--- src/shared/pxc2_pkg.sv ---
// Purpose: Constants for the second extended control and status register.
// Assumes: Register reached by a management write/read strobe with a 5-bit register address.
// Notes: Field positions and reset values are shared by design and bench.
package pxc2_pkg;
  localparam logic [4:0] REG_ADDR = 5'h13;
  localparam int BIT_NODE_REP = 15;
  localparam int BIT_PRIORITY = 14;
  localparam int BIT_REMOTE_FAULT = 13;
  localparam int BIT_TX_HIGHZ = 7;
  localparam int BIT_AUTO_PD = 0;
  localparam logic [15:0] RW_MASK = 16'h1bff;
  localparam logic [15:0] RESET_VALUE = 16'h0001;
  localparam int SQE_PULSE_CYCLES = 4;
  localparam int SQE_DELAY_CYCLES = 2;
endpackage : pxc2_pkg

--- src/hdl/pxc2_regs.sv ---
// Purpose: Second extended control and status register and the logic it steers.
// Assumes: Management decoding upstream gives one-cycle write and read strobes.
// Notes: Strap levels are caught on the third clock after reset release.
module pxc2_regs (
  input wire logic clock,
  input wire logic rst_n,
  input wire logic mgmt_wr,
  input wire logic mgmt_rd,
  input wire logic [4:0] mgmt_addr,
  input wire logic [15:0] mgmt_wdata,
  output logic [15:0] mgmt_rdata,
  output logic mgmt_rvalid,
  input wire logic node_repeater_strap,
  input wire logic pin_register_priority_strap,
  input wire logic partner_remote_fault,
  input wire logic isolate,
  input wire logic speed_10m,
  input wire logic full_duplex,
  input wire logic sqe_inhibit,
  input wire logic tx_en,
  input wire logic tx_activity,
  input wire logic rx_activity,
  output logic tx_pair_high_impedance,
  output logic tx_pair_positive_oe_n,
  output logic tx_pair_negative_oe_n,
  output logic tx100_power_down,
  output logic carrier_sense,
  output logic collision_sqe
);
  logic [1:0] strap_sync;
  logic node_repeater_reg;
  logic priority_reg;
  logic strap_taken_reg;
  logic [15:0] ctrl_reg;
  logic [15:0] read_value;
  logic tx_en_d_reg;
  logic [3:0] sqe_cnt_reg;
  logic [3:0] sqe_cnt_next;
  logic [1:0] pair_oe_n;

  // One decode serves the write path, the read strobe and the read data.
  function automatic logic reg_hit(input logic strobe, input logic [4:0] addr);
    return strobe && addr == pxc2_pkg::REG_ADDR;
  endfunction : reg_hit

  // Straps are pins, so they are synchronised before capture.
  pxc2_sync #(.W(2)) u_sync (
    .clock(clock),
    .rst_n(rst_n),
    .async_in({node_repeater_strap, pin_register_priority_strap}),
    .sync_out(strap_sync)
  );

  // Capture once after the synchroniser has settled following release.
  logic [1:0] settle_reg;
  always_ff @(posedge clock) begin
    if (!rst_n) begin
      settle_reg <= 2'h0;
    end else if (settle_reg != 2'h3) begin
      settle_reg <= settle_reg + 2'h1;
    end
  end

  // Capturing only once keeps the strap bits steady if a pin moves later.
  always_ff @(posedge clock) begin
    if (!rst_n) begin
      strap_taken_reg <= 1'b0;
      node_repeater_reg <= 1'b0;
      priority_reg <= 1'b0;
    end else if (settle_reg == 2'h2 && !strap_taken_reg) begin
      strap_taken_reg <= 1'b1;
      node_repeater_reg <= strap_sync[1];
      priority_reg <= strap_sync[0];
    end
  end

  // Only writable bits change; status bits ignore writes.
  always_ff @(posedge clock) begin
    if (!rst_n) begin
      ctrl_reg <= pxc2_pkg::RESET_VALUE;
    end else if (reg_hit(mgmt_wr, mgmt_addr)) begin
      ctrl_reg <= mgmt_wdata & pxc2_pkg::RW_MASK;
    end
  end

  logic fault_sync;
  pxc2_sync #(.W(1)) u_fault (
    .clock(clock),
    .rst_n(rst_n),
    .async_in(partner_remote_fault),
    .sync_out(fault_sync)
  );

  always_comb begin
    read_value = ctrl_reg;
    read_value[pxc2_pkg::BIT_NODE_REP] = node_repeater_reg;
    read_value[pxc2_pkg::BIT_PRIORITY] = priority_reg;
    read_value[pxc2_pkg::BIT_REMOTE_FAULT] = fault_sync;
  end

  always_ff @(posedge clock) begin
    if (!rst_n) begin
      mgmt_rvalid <= 1'b0;
    end else begin
      mgmt_rvalid <= reg_hit(mgmt_rd, mgmt_addr);
    end
  end

  // Read data is a snapshot taken with the strobe and held until the next read of this register.
  always_ff @(posedge clock) begin
    if (!rst_n) begin
      mgmt_rdata <= 16'h0000;
    end else if (reg_hit(mgmt_rd, mgmt_addr)) begin
      mgmt_rdata <= read_value;
    end
  end

  // Output enables are active low; high impedance when bit 7 is set.
  always_ff @(posedge clock) begin
    if (!rst_n) begin
      tx_pair_high_impedance <= 1'b0;
    end else begin
      tx_pair_high_impedance <= ctrl_reg[pxc2_pkg::BIT_TX_HIGHZ];
    end
  end

  // Both legs of the pair share one control, so one loop builds both enables.
  for (genvar g = 0; g < 2; g++) begin : g_pair_oe
    logic oe_n_reg;
    always_ff @(posedge clock) begin
      if (!rst_n) begin
        oe_n_reg <= 1'b0;
      end else begin
        oe_n_reg <= ctrl_reg[pxc2_pkg::BIT_TX_HIGHZ];
      end
    end
    assign pair_oe_n[g] = oe_n_reg;
  end

  assign tx_pair_positive_oe_n = pair_oe_n[0];
  assign tx_pair_negative_oe_n = pair_oe_n[1];

  // The 100M block sleeps at 10M when enabled, and always while isolated.
  always_ff @(posedge clock) begin
    if (!rst_n) begin
      tx100_power_down <= 1'b0;
    end else begin
      tx100_power_down <= (ctrl_reg[pxc2_pkg::BIT_AUTO_PD] && speed_10m)
        || isolate;
    end
  end

  // Repeaters must not see their own transmissions as carrier.
  always_ff @(posedge clock) begin
    if (!rst_n) begin
      carrier_sense <= 1'b0;
    end else if (node_repeater_reg) begin
      carrier_sense <= rx_activity;
    end else begin
      carrier_sense <= rx_activity || tx_activity;
    end
  end

  // SQE is off in repeater and full-duplex operation, whatever the inhibit bit.
  logic sqe_enabled;
  assign sqe_enabled = !node_repeater_reg && !full_duplex && !sqe_inhibit;

  always_comb begin
    sqe_cnt_next = sqe_cnt_reg;
    if (tx_en_d_reg && !tx_en && sqe_enabled) begin
      sqe_cnt_next = 4'(pxc2_pkg::SQE_DELAY_CYCLES + pxc2_pkg::SQE_PULSE_CYCLES);
    end else if (sqe_cnt_reg != 4'h0) begin
      sqe_cnt_next = sqe_cnt_reg - 4'h1;
    end
  end

  always_ff @(posedge clock) begin
    if (!rst_n) begin
      tx_en_d_reg <= 1'b0;
    end else begin
      tx_en_d_reg <= tx_en;
    end
  end

  always_ff @(posedge clock) begin
    if (!rst_n) begin
      sqe_cnt_reg <= 4'h0;
    end else begin
      sqe_cnt_reg <= sqe_cnt_next;
    end
  end

  // The pulse is the low part of the count, after the delay has run down.
  always_ff @(posedge clock) begin
    if (!rst_n) begin
      collision_sqe <= 1'b0;
    end else begin
      collision_sqe <= sqe_cnt_next != 4'h0
        && sqe_cnt_next <= 4'(pxc2_pkg::SQE_PULSE_CYCLES);
    end
  end
endmodule : pxc2_regs

--- src/hdl/pxc2_sync.sv ---
// Purpose: Two-flop synchroniser for pin levels.
// Assumes: Single clock, synchronous active-low reset.
// Notes: The first stage feeds only the second.
module pxc2_sync #(
  parameter int W = 1
) (
  input wire logic clock,
  input wire logic rst_n,
  input wire logic [W-1:0] async_in,
  output logic [W-1:0] sync_out
);
  logic [W-1:0] meta_reg;

  always_ff @(posedge clock) begin
    if (!rst_n) begin
      meta_reg <= '0;
      sync_out <= '0;
    end else begin
      meta_reg <= async_in;
      sync_out <= meta_reg;
    end
  end
endmodule : pxc2_sync

--- config.mk ---
export PLATFORM = sky130hd
export DESIGN_NAME = pxc2_regs
export DESIGN_NICKNAME = d
export VERILOG_FILES = /design/src/shared/pxc2_pkg.sv /design/src/hdl/pxc2_regs.sv /design/src/hdl/pxc2_sync.sv
export SDC_FILE = /design/constraint.sdc
export NUM_CORES = 1
export LEC_CHECK = 0
export BUFFER_PORTS_ARGS = -buffer_cell sky130_fd_sc_hd__buf_4
export CAP_MARGIN = 15
export CORE_UTILIZATION = 49
export CTS_CLUSTER_DIAMETER = 60
export CTS_CLUSTER_SIZE = 12
export DETAILED_ROUTE_END_ITERATION = 12
export PLACE_DENSITY = 0.82
export SLEW_MARGIN = 10
export SYNTH_ARGS = -nofsm -noshare
export SYNTH_HDL_FRONTEND = slang
export SYNTH_HIERARCHICAL = 1
export SYNTH_SLANG_ARGS = --single-unit
--- constraint.sdc ---
create_clock -name clock -period 1.9 [get_ports clock]
set_clock_uncertainty 0.2 [all_clocks]
set_input_delay 0.38 -clock clock [delete_from_list [all_inputs] [get_ports clock]]
set_output_delay 0.38 -clock clock [all_outputs]
set_load 0.05 [all_outputs]
# Yosys cells after proc, flatten, opt, wreduce, memory -nomap -nowiden

Index checks and enable logic that the tools add are counted.
Widths: inputs -> output; s select.

$add $sub $neg: 2
$lt $le $gt $ge: 1
Reductions and logical operators: 18
Multiplexer cells: 3
Equality and inequality tests: 3

Operators with widths:

| kind                | number |
|---|---|
| $logic_and 1x1->1   | 9 |
| $mux 4              | 2 |
| $reduce_bool 4->1   | 2 |
| $eq 5x5->1 const B  | 1 |
| $logic_not 1->1     | 5 |
| $le 4x3->1 const B  | 1 |
| $sub 4x1->4 const B | 1 |
| $add 2x1->2 const B | 1 |
| $eq 2x2->1 const B  | 1 |
| $logic_or 1x1->1    | 2 |
| $ne 2x2->1 const B  | 1 |
| $mux 1              | 1 |

Register bits after elaboration: 48
Logic and storage cells: 44
Output and inout port bits: 23
Input bits: 35

# Logic depth before layout (Yosys ltp)

Gate-level depths: netlist (run 1).

Depth in word-level cells: 7
Gate-level depth with buffers: 6
Mapped depth without buffers: 6

# Cells and area by module

Netlist (run 1), hierarchy kept.

By module, submodules not included:

| module               | seq. area each (um^2) | cells each | area each (um^2) | instances |
|---|---|---|---|---|
| pxc2_regs            | 840.8                 | 162        | 1636.6           | 1 |
| pxc2_sync at u_sync  | 80.1                  | 8          | 105.1            | 1 |
| pxc2_sync at u_fault | 40.0                  | 4          | 52.6             | 1 |

# Worst setup path after synthesis (run 1)

Ideal clock, no wire load.

Kind: register to register
Start point: reg sqe_cnt_reg[0]
End point: reg sqe_cnt_reg[1]
Buffers on the path: 0
Cell stages (with the launch flop): 7
Setup slack: 0.284 ns
Arrival time: 1.350 ns
Clock period less this slack: 1.616 ns
Data required time: 1.635 ns
Cell sequence: dfxtp_1 > inv_1 > ha_1 > nor3b_1 > mux2i_1 > nor2_1 > nor2_1

Cells in the longest elaborated chain, start to end: 3

RTL lines:

| what                                             | line                               | source |
|---|---|---|
| start, declared                                  | pxc2_regs.sv:37                    | `logic [3:0] sqe_cnt_reg;` |
| start signal, assigned                           | pxc2_regs.sv:189                   | `sqe_cnt_reg <= sqe_cnt_next;` |
| $sub 4x1->4 or $reduce_bool 4->1 (tied branches) | pxc2_regs.sv:173, pxc2_regs.sv:172 |  |
| $mux 4 (*)                                       | pxc2_regs.sv:172                   | `end else if (sqe_cnt_reg != 4'h0) begin` |
| $mux 4 (*)                                       | pxc2_regs.sv:170                   | `if (tx_en_d_reg && !tx_en && sqe_enabled) begin` |

Every way passes the cells marked *; elsewhere a longest branch is shown, timed or not.
A chain may end at the register's enable or synchronous reset.

# Worst setup path in the final report (run 1)

Start point: reg sqe_cnt_reg[0]
End point: reg collision_sqe

Cells in the longest elaborated chain, start to end: 5

RTL lines:

| what                                             | line                               | source |
|---|---|---|
| $sub 4x1->4 or $reduce_bool 4->1 (tied branches) | pxc2_regs.sv:173, pxc2_regs.sv:172 |  |
| $mux 4 (*)                                       | pxc2_regs.sv:172                   |  |
| $mux 4 (*)                                       | pxc2_regs.sv:170                   |  |
| $le 4x3->1 or $reduce_bool 4->1 (tied branches)  | pxc2_regs.sv:199, pxc2_regs.sv:198 |  |
| $logic_and 1x1->1 (*)                            | pxc2_regs.sv:199                   | `&& sqe_cnt_next <= 4'(pxc2_pkg::SQE_PULSE_CYCLES);` |
| end signal, assigned                             | pxc2_regs.sv:198                   | `collision_sqe <= sqe_cnt_next != 4'h0` |
| end, declared                                    | pxc2_regs.sv:28                    | `output logic collision_sqe` |

Marked as above.

==> results of run 1 <==
==> logic make-up after synthesis <==
group                      after synthesis  synth area share (%)
DFF                                     48                  53.6
buffers and inverters                   14                  4.18
adders and majority gates                3                  2.09
muxes                                   30                  16.7
AOI/OAI and AO/OA                       10                  3.56
xor gates and xnor gates                 2                 0.976
other                                    1                 0.209
and+or+nand+nor                         66                  18.7
==> Yosys cell counts, types with 2 or more instances <==
| library cell | number | area (um2) |
|---|---|---|
| sky130_fd_sc_hd__clkbuf_1 | 3 | 11.3 |
| sky130_fd_sc_hd__nor3b_1 | 2 | 15.0 |
| sky130_fd_sc_hd__nor2_1 | 42 | 158 |
| sky130_fd_sc_hd__nand2_1 | 2 | 7.51 |
| sky130_fd_sc_hd__ha_1 | 3 | 37.5 |
| sky130_fd_sc_hd__nand2b_1 | 2 | 12.5 |
| sky130_fd_sc_hd__mux2i_1 | 30 | 300 |
| sky130_fd_sc_hd__and2_1 | 9 | 56.3 |
| sky130_fd_sc_hd__a21oi_1 | 6 | 30.0 |
| sky130_fd_sc_hd__inv_1 | 4 | 15.0 |
| sky130_fd_sc_hd__dfxtp_1 | 48 | 961 |
| sky130_fd_sc_hd__buf_4 | 4 | 30.0 |
==> power by group through the flow <==
stage	Sequential, uW	Combinational, uW	Clock [uW]
finish	1140	537	478
global route	1140	608	552
CTS	1130	510	502
detailed placement	1150	509	0
global placement	1150	490	0
floorplan	1190	330	0
==> through the flow <==
stage / util (%) / hold slack [ns] / setup WS (ns) / cells / area, um2
6_report: 68.4 / 0.0307 / 0.144 / 280 / 2340
5_1_grt: 68.4 / 0.0110 / 0.0125 / 280 / 2340
4_1_cts: 66.6 / 0.00711 / 0.0368 / 275 / 2270
3_5_place_dp: 64.8 / 0.221 / 0.0658 / 267 / 2210
3_3_place_gp: 64.8 / 0.210 / 0.0811 / 267 / 2210
2_1_floorplan: - / 0.206 / 0.284 / 174 / 1790
==> worst max-delay path, stage by stage, from the launching register on <==
cell and delay, ns:
sky130_fd_sc_hd__dfxtp_1 0.40, sky130_fd_sc_hd__inv_1 0.10, sky130_fd_sc_hd__ha_1 0.35, sky130_fd_sc_hd__a21o_1 0.19, sky130_fd_sc_hd__a311o_1 0.34, sky130_fd_sc_hd__a21oi_1 0.11
==> area by class of cell <==
type,instances,area (um2),share of cell area (%)
clock inverters,1,7.51,0.321
clock buffers,7,55.1,2.36
repair buffers,60,463,19.8
flip-flops and latches,48,961,41.1
inverters,6,22.5,0.964
well taps,46,57.6,2.46
multi-input cells,112,769,32.9
==> layer usage <==
| metal | vias up | GRT usage (%) | part of all wire, % |
|---|---|---|---|
| li1 | 689 | - | - |
| met1 | 614 | 19.4 | 42 |
| met2 | 40 | 31.9 | 50 |
| met3 | 5 | 7.85 | 6.5 |
| met4 | 0 | 7.85 | 1.5 |
| met5 | - | 0 | 0 |
==> how the worst min path moves through the flow <==
| stage | start | to | slack, ns | depth (start not counted) |
|---|---|---|---|---|
| after floorplan | u_fault/meta_reg$_SDFF_PN0_ | u_fault/sync_out$_SDFF_PN0_ | 0.21 | 1 |
| after global placement | u_fault/meta_reg$_SDFF_PN0_ | u_fault/sync_out$_SDFF_PN0_ | 0.21 | 1 |
| after detailed placement | u_sync/meta_reg[0]$_SDFF_PN0_ | u_sync/sync_out[0]$_SDFF_PN0_ | 0.22 | 1 |
| after CTS | mgmt_wdata[0] | ctrl_reg[0]$_SDFFE_PN1P_ | 0.007 | 3 |
| after global routing | mgmt_wdata[4] | ctrl_reg[4]$_SDFFE_PN0P_ | 0.01 | 3 |
| final | tx_en | tx_en_d_reg$_SDFF_PN0_ | 0.03 | 2 |
==> repair_timing <==
| action | 4_1_cts | 5_1_grt |
|---|---|---|
| endpoints found under the hold margin | 0 | 5 |
| resized for setup | 0 | 2 |
| hold buffers | 0 | 5 |
| endpoints found under the setup margin | 0 | 1 |
==> layout by cell type (no fill, tap or decap), drive strengths merged, types with 2 or more instances in the layout <==
cell	n
a21oi	6
nor3b	2
dfxtp	48
nor2	43
mux2i	30
ha	3
and2	9
inv	5
clkbuf	7
nand2	2
nor2b	2
nand4	2
buf	55
nand2b	2
dlygate4sd3	5
==> summary.md, run 1 <==
| Metric | Value |
|---|---|
| Final setup fails | 0 |
| Synthesized area | 0.00179 mm2 |
| Worst voltage drop across the vdd grid | 0.521 mV |
| Initial antenna violation count | 0 |
| Number of cells produced by synthesis | between 150 and 200 |
| Peak Freq | between 500 and 600 MHz |
| Power consumption | between 2000 and 2500 uW |
| Clock edge transition at the registers on the reported setup and hold paths | roughly 0.12 ns |
| Min Clock Period, post-route | ~1.8 ns |
| Horizontal die dimension | around 63 um |
| Worst hold path class | in2reg |
| Worst r2r path cells | 5 |
| Worst flop-to-flop path startpoint | sqe_cnt_reg[0]$_SDFF_PN0_ |
| Pin slew with the least headroom to its limit | 0.521 ns |
| First-pass GRT wire length | ~5500 um |
| Clk Latency, worst-skew pair | 0.35 ns |
| Share of synthesized area occupied by flip-flops and latches | 53.6% |
| Gr usage total | a little under a fifth |
| Buffer count from post-CTS setup fixing | 0 |
| Number of antenna cells inserted | 0 |
| Kind of end point of the critical path | register |
| Largest net degree at the start of global routing | 19 |
| Number of synthesized flops with an enable pin | 0 |
| Number of synthesis warnings | 6 |
| Fill cell total of the finished layout | 306 |
| Routability-driven placement congestion ratio | around 0.75 |
| Number of register bits inferred by synthesis | 48 |
| Fraction of synthesis flops using an asynchronous set or reset pin | 0% |
| Arr. time, crit path | 1.85 ns |
| Critical Path End | collision_sqe$_SDFF_PN0_ |
| Area added between synthesis and finish | 30.2% |
| Residual DRC count | 0 |
| Sequential share of power | between 50% and 60% |
| Vias in the first global route | 1288 |
| Number of vias in the routed layout | 1348 |
| Placeable core area | around 0.0034 mm2 |
| Wirelength per Cell | 11.7 um |
| Routed WL | around 3300 um |
| Average vias per placed instance | between 4 and 5 |
| Nets in the synthesized netlist | between 200 and 250 |
| Sw Pwr | roughly 630 uW |
| Relative contribution of the clock network to total power | between 20 and 25% |
| CTS buffer count | 5 |
| Grt total ovfl | 0 |
| Htree depth | 2 |
| Commonest register cell after synthesis | sky130_fd_sc_hd__dfxtp_1 |
| Final slew viol count | 0 |
| Placed wire-length estimate after detailed placement | 2390 um |
| Total number of nets in the final design | between 200 and 300 |
| Share of post-route cells with drive strength above 1 | about 29% |
| Cell at the root of the clock tree | sky130_fd_sc_hd__clkbuf_4 |
| Die ar. | 0.00391 mm2 |
| CP Launch Point | sqe_cnt_reg[0]$_SDFF_PN0_ |
| Number of sinks on the clock net | 48 |
| Switching share of power | 29.2% |
| Ratio of final minimum period to clock period | a little over 90% |
| Max transition margin | between 60% and 70% |
| Setup slack of the most critical reg-to-reg path | between 0.1 and 0.15 ns |
| Number of max-cap violations | 0 |
| Req. time, crit path | approximately 2.0 ns |
| Element type at the critical path start | register |
| Run status | complete, no violations |
| Peak fanout along the critical path | 4 |
| Crit path kind | reg2reg |
| # port buffers | 52 |
| Remaining antenna violation count | 0 |
| Hold Fails Final Rpt | 0 |
| Crit Reg-Reg Endpoint | collision_sqe$_SDFF_PN0_ |
| Number of placement rows | 21 |
| Number of detailed-route iterations in the first pass | 4 |
| Internal Dissipation | 1520 uW |
| Avg Inst Size Synth | ~10 um2 |
| Height of the die | between 60 and 70 um |
| Share of total power in combinational logic | 25.0% |
| Starting density of the core | ~53% |
| Count of distinct cell types in the synthesized netlist | 31 |
| Maximum clock path buffer count | 2 |
| Power density over the cells | around 920 mW/mm2 |
| RSZ-0062 raised after global routing | no |
| Accumulated negative setup slack | 0 ns |
| Max FFs per register | 15 |
| Clock tree from TritonCTS | yes |
| IO Count | 58 |
| Static Leakage | about 0.0012 uW |
| 1st-iter DRT viols | 50 |
(Power assumes the default switching activity.)
==> run 2, diff against run 1 <==
Settings changed: PLACE_DENSITY 0.82 to 0.78, REMOVE_ABC_BUFFERS set to 1, SYNTH_HIERARCHICAL 1 to not set.
==> run 2 against run 1 <==
  * Hold slack worse by 0.0086 ns
  * Worst setup slack lost 0.027 ns
  * Count of clock-buffer cells in the layout down 1
  * Synthesized cell count stayed put
  * Sequential power about the same
  * Final cell count decreased by 1.4%
  * Critical path depth grew 1
  * Largest cell class unchanged
  * Sequential share of layout area up 0.49 points
  * Combinational power rose by 2%
  * Utilization shrank 0.81 points
  * Clock power up 3%
  * Die area shrank 0.46%
  * Largest power group unchanged
  * Critical endpoint is now sqe_cnt_reg[1]$_SDFF_PN0_
==> summary.md, run 2 <==
| Metric | Value |
|---|---|
| Share of total power in combinational logic | around 25% |
| Height of the die | roughly 62 um |
| Routability-driven placement congestion ratio | about 0.69 |
| Accumulated negative setup slack | 0 ns |
| Starting density of the core | 52.3% |
| Maximum clock path buffer count | 2 |
| Cell accounting for the most synthesized area | sky130_fd_sc_hd__dfxtp_1 |
| Synthesized area | about 0.0018 mm2 |
| Count of distinct cell types in the synthesized netlist | 29 |
| Average vias per placed instance | 4.85 |
| 1st-iter DRT viols | 46 |
| Run status | complete, no violations |
| Top post-synthesis cells by count | sky130_fd_sc_hd__dfxtp_1 (48), sky130_fd_sc_hd__nor2_1 (42), sky130_fd_sc_hd__mux2i_1 (30), sky130_fd_sc_hd__and2_1 (9), sky130_fd_sc_hd__a21oi_1 (7) |
| CTS buffer count | 5 |
| Commonest register cell after synthesis | sky130_fd_sc_hd__dfxtp_1 |
| Share of synthesized area occupied by flip-flops and latches | a little over half |
| Clock tree from TritonCTS | yes |
| Peak fanout along the critical path | 4 |
| Switching share of power | around 30% |
| Number of vias in the routed layout | roughly 1300 |
| Number of placement rows | 21 |
| Vias in the first global route | 1254 |
| Grt total ovfl | 0 |
| Clk Latency, worst-skew pair | between 0.3 and 0.4 ns |
| Number of synthesized flops with an enable pin | 0 |
| Largest net degree at the start of global routing | 29 |
| Number of register bits inferred by synthesis | between 40 and 50 |
| Pin slew with the least headroom to its limit | ~0.56 ns |
| Min Clock Period, post-route | about 1.8 ns |
| Synthesized-area fraction occupied by ao, oa, aoi and oai cells | just under 4% |
| Routed WL | 3400 um |
| Synth Area in Adders | around 2.1% |
| Sequential share of power | 52.1% |
| Hold Fails Final Rpt | 0 |
| Most frequent standard cell in the layout excluding fill and tap cells | sky130_fd_sc_hd__buf_4 |
| Relative contribution of the clock network to total power | ~23% |
| Power consumption | approximately 2200 uW |
| Area after DPL | approximately 0.0022 mm2 |
| Kind of end point of the critical path | register |
| Final setup fails | 0 |
| Max FFs per register | 15 |
| Htree depth | 2 |
| Number of cells produced by synthesis | approximately 170 |
| Clock edge transition at the registers on the reported setup and hold paths | approximately 0.14 ns |
| Die ar. | 0.00389 mm2 |
| Fraction of synthesis flops using an asynchronous set or reset pin | 0% |
| Number of synthesis warnings | 0 |
| Gr usage total | 18.8% |
| Largest cells by area after synthesis | sky130_fd_sc_hd__dfxtp_1 (54%), sky130_fd_sc_hd__mux2i_1 (17%), sky130_fd_sc_hd__nor2_1 (8.8%) |
| Sw Pwr | between 600 and 700 uW |
| Ratio of final minimum period to clock period | a little over nine tenths |
| Placeable core area | 0.00342 mm2 |
| Crit path kind | reg2reg |
| # port buffers | 52 |
| Number of detailed-route iterations in the first pass | 4 |
| Final slew viol count | 0 |
| Simple-gate area share of the yosys netlist | 17.2% |
| Area added between synthesis and finish | 29.3% |
| Commonest non-fill, non-tap cells in the layout | sky130_fd_sc_hd__buf_4 (52), sky130_fd_sc_hd__dfxtp_1 (48), sky130_fd_sc_hd__nor2_1 (42) |
| Number of max-cap violations | 0 |
| Horizontal die dimension | 62.4 um |
| Element type at the critical path start | register |
| IO Count | 58 |
| Wirelength per Cell | 12.3 um |
| Arr. time, crit path | 1.89 ns |
| Residual DRC count | 0 |
| Number of antenna cells inserted | 0 |
| Final non-filler cell area | between 0.002 and 0.0025 mm2 |
| Internal Dissipation | 1510 uW |
| Peak Freq | approximately 560 MHz |
| Worst hold path class | in2reg |
| Number of sinks on the clock net | 48 |
| Avg Inst Size Synth | 10.3 um2 |
| Initial antenna violation count | 0 |
| First-pass GRT wire length | about 5500 um |
| Cell at the root of the clock tree | sky130_fd_sc_hd__clkbuf_4 |
| Area share of the leading cell type in the synthesized netlist | a little over half |
| Req. time, crit path | about 2 ns |
| Leading cell type by number of instances after synthesis | sky130_fd_sc_hd__dfxtp_1 |
| Xor-xnor portion of the synthesized cell area | less than 1% |
| Share of post-route cells with drive strength above 1 | around 30% |
| Share of cell area taken by muxes after synthesis | between 10% and 20% |
| Max transition margin | ~62% |
| Largest family of logic cells by synthesized area | multiplexers |
| Static Leakage | ~0.0012 uW |
| Placed wire-length estimate after detailed placement | 2500 um |
| Remaining antenna violation count | 0 |
| Total number of nets in the final design | 267 |
| Worst voltage drop across the vdd grid | around 0.57 mV |
| Power density over the cells | around 940 mW/mm2 |
[run 2: power by group through the flow]
stage | clock network (uW) | registers, uW | logic, uW
global route | 560 | 1140 | 592
CTS | 508 | 1130 | 539
global placement | 0 | 1140 | 481
floorplan | 0 | 1190 | 334
finish | 492 | 1130 | 548
detailed placement | 0 | 1150 | 532
[run 2: logic make-up (layout without fill, tap and decap cells)]
| family | count (synthesis) | in the layout |
|---|---|---|
| mux | 31 | 31 |
| buf+inv | 15 | 71 |
| compound gates | 11 | 11 |
| fa+ha+maj | 3 | 3 |
| simple gates | 63 | 63 |
| flops | 48 | 48 |
| other cells | 1 | 1 |
| xor+xnor | 2 | 2 |
[run 2: timing repair]
action,CTS,global route
hold buffers,2,2
endpoints found under the hold margin,2,2
endpoints found under the setup margin,0,1
resized for setup,0,1
buffers inserted,0,0
[run 2: per-layer routing]
layer  vias to the layer above  global-route usage (%)  share of wire (%)
met5                         -                       0                  0
li1                        677                       -                  -
met3                         8                    4.41                4.1
met4                         0                    10.5                2.1
met1                       620                    19.0                 39
met2                        34                    35.0                 55
[run 2: stage by stage]
step                hold slack [ns]  std cells  worst slack [ns]  utilization [%]
floorplan                     0.212        165            0.0889                -
global placement              0.215        264            0.0671             64.3
detailed placement            0.222        264           0.00996             64.3
CTS                         0.00399        274            0.0226             66.8
global route                 0.0193        276         -0.000610             67.6
finish                       0.0221        276             0.118             67.6
[run 2: cell type report]
type | count | area (um2)
repair buffers | 57 | 450
fillers | 289 | 1110
clock inverters | 2 | 15.0
multi-input cells | 111 | 751
flip-flops and latches | 48 | 961
well taps | 46 | 57.6
clock buffers | 6 | 51.3
inverters | 6 | 22.5
[run 2: critical path, cell delays in order, from the launching register on]
cell	delay (ns)
sky130_fd_sc_hd__dfxtp_1	0.35
sky130_fd_sc_hd__inv_1	0.12
sky130_fd_sc_hd__ha_1	0.30
sky130_fd_sc_hd__inv_2	0.10
sky130_fd_sc_hd__nor3_2	0.18
sky130_fd_sc_hd__mux2_2	0.36
sky130_fd_sc_hd__a21oi_1	0.13
[run 2: path summary, 6_finish.rpt]
kind	from	endpoint	slack (ns)	cells past startpoint
setup / recovery	sqe_cnt_reg[0]$_SDFF_PN0_	sqe_cnt_reg[1]$_SDFF_PN0_	0.12	6
hold / removal	mgmt_wdata[0]	ctrl_reg[0]$_SDFFE_PN1P_	0.02	3
setup reg to reg	sqe_cnt_reg[0]$_SDFF_PN0_	sqe_cnt_reg[1]$_SDFF_PN0_	0.12	6
hold reg to reg	u_sync.meta_reg[0]$_SDFF_PN0_	u_sync.sync_out[0]$_SDFF_PN0_	0.25	1
==> run 3, diff against run 2 <==
Settings changed: CELL_PAD_IN_SITES_DETAIL_PLACEMENT set to 0, CELL_PAD_IN_SITES_GLOBAL_PLACEMENT set to 2, CORE_UTILIZATION 49 to 30, PLACE_DENSITY 0.78 to not set, PLACE_DENSITY_LB_ADDON set to 0.1.
==> run 3 against run 2 <==
  * Worst setup slack better by 0.038 ns
  * Cell area is 1.4% higher
  * Largest cell class unchanged
  * Largest power group unchanged
  * Maximum frequency is 2.2% higher
  * Utilization decreased by 26 points
  * Hold slack better by 0.074 ns
  * First-iteration DRC count fell by 22%
  * Critical path type unchanged
==> summary.md, run 3 (synthesized netlist as in run 2, its figures left out) <==
| Metric | Value |
|---|---|
| Placeable core area | around 0.0056 mm2 |
| Residual DRC count | 0 |
| Number of max-cap violations | 0 |
| Total number of nets in the final design | about 270 |
| Fill cell total of the finished layout | approximately 570 |
| Element type at the critical path start | register |
| Share of post-route cells with drive strength above 1 | 30.3% |
| Accumulated negative setup slack | 0 ns |
| Area added between synthesis and finish | 31.0% |
| Share of total power in combinational logic | 23.1% |
| CTS buffer count | 5 |
| Die ar. | roughly 0.0063 mm2 |
| Peak fanout along the critical path | 4 |
| Commonest non-fill, non-tap cells in the layout | sky130_fd_sc_hd__buf_4 (54), sky130_fd_sc_hd__dfxtp_1 (48), sky130_fd_sc_hd__nor2_1 (42) |
| Remaining antenna violation count | 0 |
| Clock edge transition at the registers on the reported setup and hold paths | approximately 0.080 ns |
| RSZ-0062 raised after global routing | no |
| Relative contribution of the clock network to total power | roughly 27% |
| Peak Freq | ~570 MHz |
| Cell depth of the worst min-delay path | 3 |
| Number of sinks on the clock net | between 40 and 50 |
| Min Clock Period, post-route | 1.74 ns |
| Grt total ovfl | 0 |
| Number of detailed-route iterations in the first pass | 4 |
| Routed WL | 3510 um |
| Worst path top cell family by delay | multiplexers |
| Kind of end point of the critical path | register |
| Number of antenna cells inserted | 0 |
| Maximum clock path buffer count | 2 |
| List of cells traversed by the critical path | inv_1 -> ha_1 -> inv_2 -> nor3_2 -> mux2_2 -> a21oi_1 |
| Hold Fails Final Rpt | 0 |
| Final slew viol count | 0 |
| Final setup fails | 0 |
| Final non-filler cell area | between 0.002 and 0.0025 mm2 |
| Number of placement rows | 27 |
| Largest stage delay on the critical path | about 0.36 ns |
| Vias in the first global route | 1217 |
| 1st-iter DRT viols | 36 |
| Power density over the cells | roughly 960 mW/mm2 |
| Placed wire-length estimate after detailed placement | ~2500 um |
| Sw Pwr | 627 uW |
| Htree depth | 2 |
| Average vias per placed instance | 4.41 |
| Height of the die | between 70 and 80 um |
| Internal Dissipation | about 1600 uW |
| Critical path depth in cells | 6 |
| Ratio of final minimum period to clock period | roughly 90% |
| Worst r2r path cells | 6 |
| Largest net degree at the start of global routing | 23 |
| Horizontal die dimension | ~79 um |
| Area after DPL | about 0.0022 mm2 |
| Clk Latency, worst-skew pair | just under 0.3 ns |
| Number of vias in the routed layout | roughly 1300 |
| Starting density of the core | 31.8% |
| Run status | complete, no violations |
| Wirelength per Cell | 11.7 um |
| Worst voltage drop across the vdd grid | slightly below 0.5 mV |
| Static Leakage | between 0.001 and 0.0015 uW |
| Sequential share of power | 50.1% |
| Gr usage total | a little under an eighth |
| Max FFs per register | 15 |
| Most frequent standard cell in the layout excluding fill and tap cells | sky130_fd_sc_hd__buf_4 |
| Req. time, crit path | around 1.9 ns |
| Worst hold path class | in2reg |
| Crit path kind | reg2reg |
| Routability-driven placement congestion ratio | between 0.7 and 0.8 |
| Buffer count from post-CTS setup fixing | 0 |
| Max stage delay cell, worst path | sky130_fd_sc_hd__mux2_2 |
| Arr. time, crit path | around 1.8 ns |
| Clock tree from TritonCTS | yes |
| Number of buffers and inverters on the critical path | 2 |
| Cell at the root of the clock tree | sky130_fd_sc_hd__clkbuf_8 |
| First-pass GRT wire length | 5510 um |
| Initial antenna violation count | 0 |
| Switching share of power | between 20% and 30% |
| # port buffers | 52 |
| IO Count | 58 |
[run 3: changes by cell type in the layout (fill, tap and decap cells not counted)]
cell,before,now
sky130_fd_sc_hd__clkbuf_8,1,6
sky130_fd_sc_hd__dlygate4sd3_1,4,0
sky130_fd_sc_hd__clkinvlp_4,2,0
sky130_fd_sc_hd__clkbuf_4,5,0
sky130_fd_sc_hd__buf_4,52,54
sky130_fd_sc_hd__clkbuf_1,0,2
[run 3: cell type report]
type	instances	area, um2	area share (%)
clock buffer	8	90.1	3.85
inverter	6	22.5	0.963
multi-input combinational	111	751	32.1
sequential	48	961	41.1
tap	72	90.1	3.85
timing repair buffer	55	425	18.2
[run 3: tightest hold or removal path, stage by stage]
cell and delay [ns]:
sky130_fd_sc_hd__buf_4 0.08, sky130_fd_sc_hd__a21oi_1 0.03, sky130_fd_sc_hd__nor2_1 0.07
[run 3: routing by layer]
metal	vias up	track usage, %	wire [um]
li1	670	-	-
met1	618	12.8	1440
met2	30	21.0	1850
met3	6	3.45	166
met4	0	4.36	50
met5	-	0	0
[run 3: metrics by stage]
step,setup slack [ns],hold WS (ns),utilization (%),instances,power [uW]
6_report,0.156,0.0960,41.7,300,2250
5_1_grt,0.00289,0.0809,41.7,300,2380
4_1_cts,0.0632,0.0847,41.6,300,2280
3_5_place_dp,0.0797,0.220,40.0,292,1660
3_3_place_gp,0.112,0.219,40.0,292,1640
2_1_floorplan,0.0889,0.212,-,165,1520
[run 3: what timing repair did]
item / in CTS / in global routing
resized for setup: 0 / 1
hold buffers: 0 / 0
setup endpoints to repair: 0 / 1
[run 3: path summary, 6_finish.rpt]
path,startpoint,endpoint,slack (ns)
max,sqe_cnt_reg[0]$_SDFF_PN0_,sqe_cnt_reg[1]$_SDFF_PN0_,0.16
max reg2reg,sqe_cnt_reg[0]$_SDFF_PN0_,sqe_cnt_reg[1]$_SDFF_PN0_,0.16
min,rx_activity,carrier_sense$_SDFF_PN0_,0.1
min reg2reg,u_fault.meta_reg$_SDFF_PN0_,u_fault.sync_out$_SDFF_PN0_,0.23
[run 3: power by group through the flow]
stage / sequential (uW) / clock (uW) / combinational [uW]
CTS: 1120 / 638 / 517
detailed placement: 1150 / 0 / 513
global placement: 1140 / 0 / 495
finish: 1130 / 602 / 519
global route: 1140 / 680 / 569
floorplan: 1190 / 0 / 334
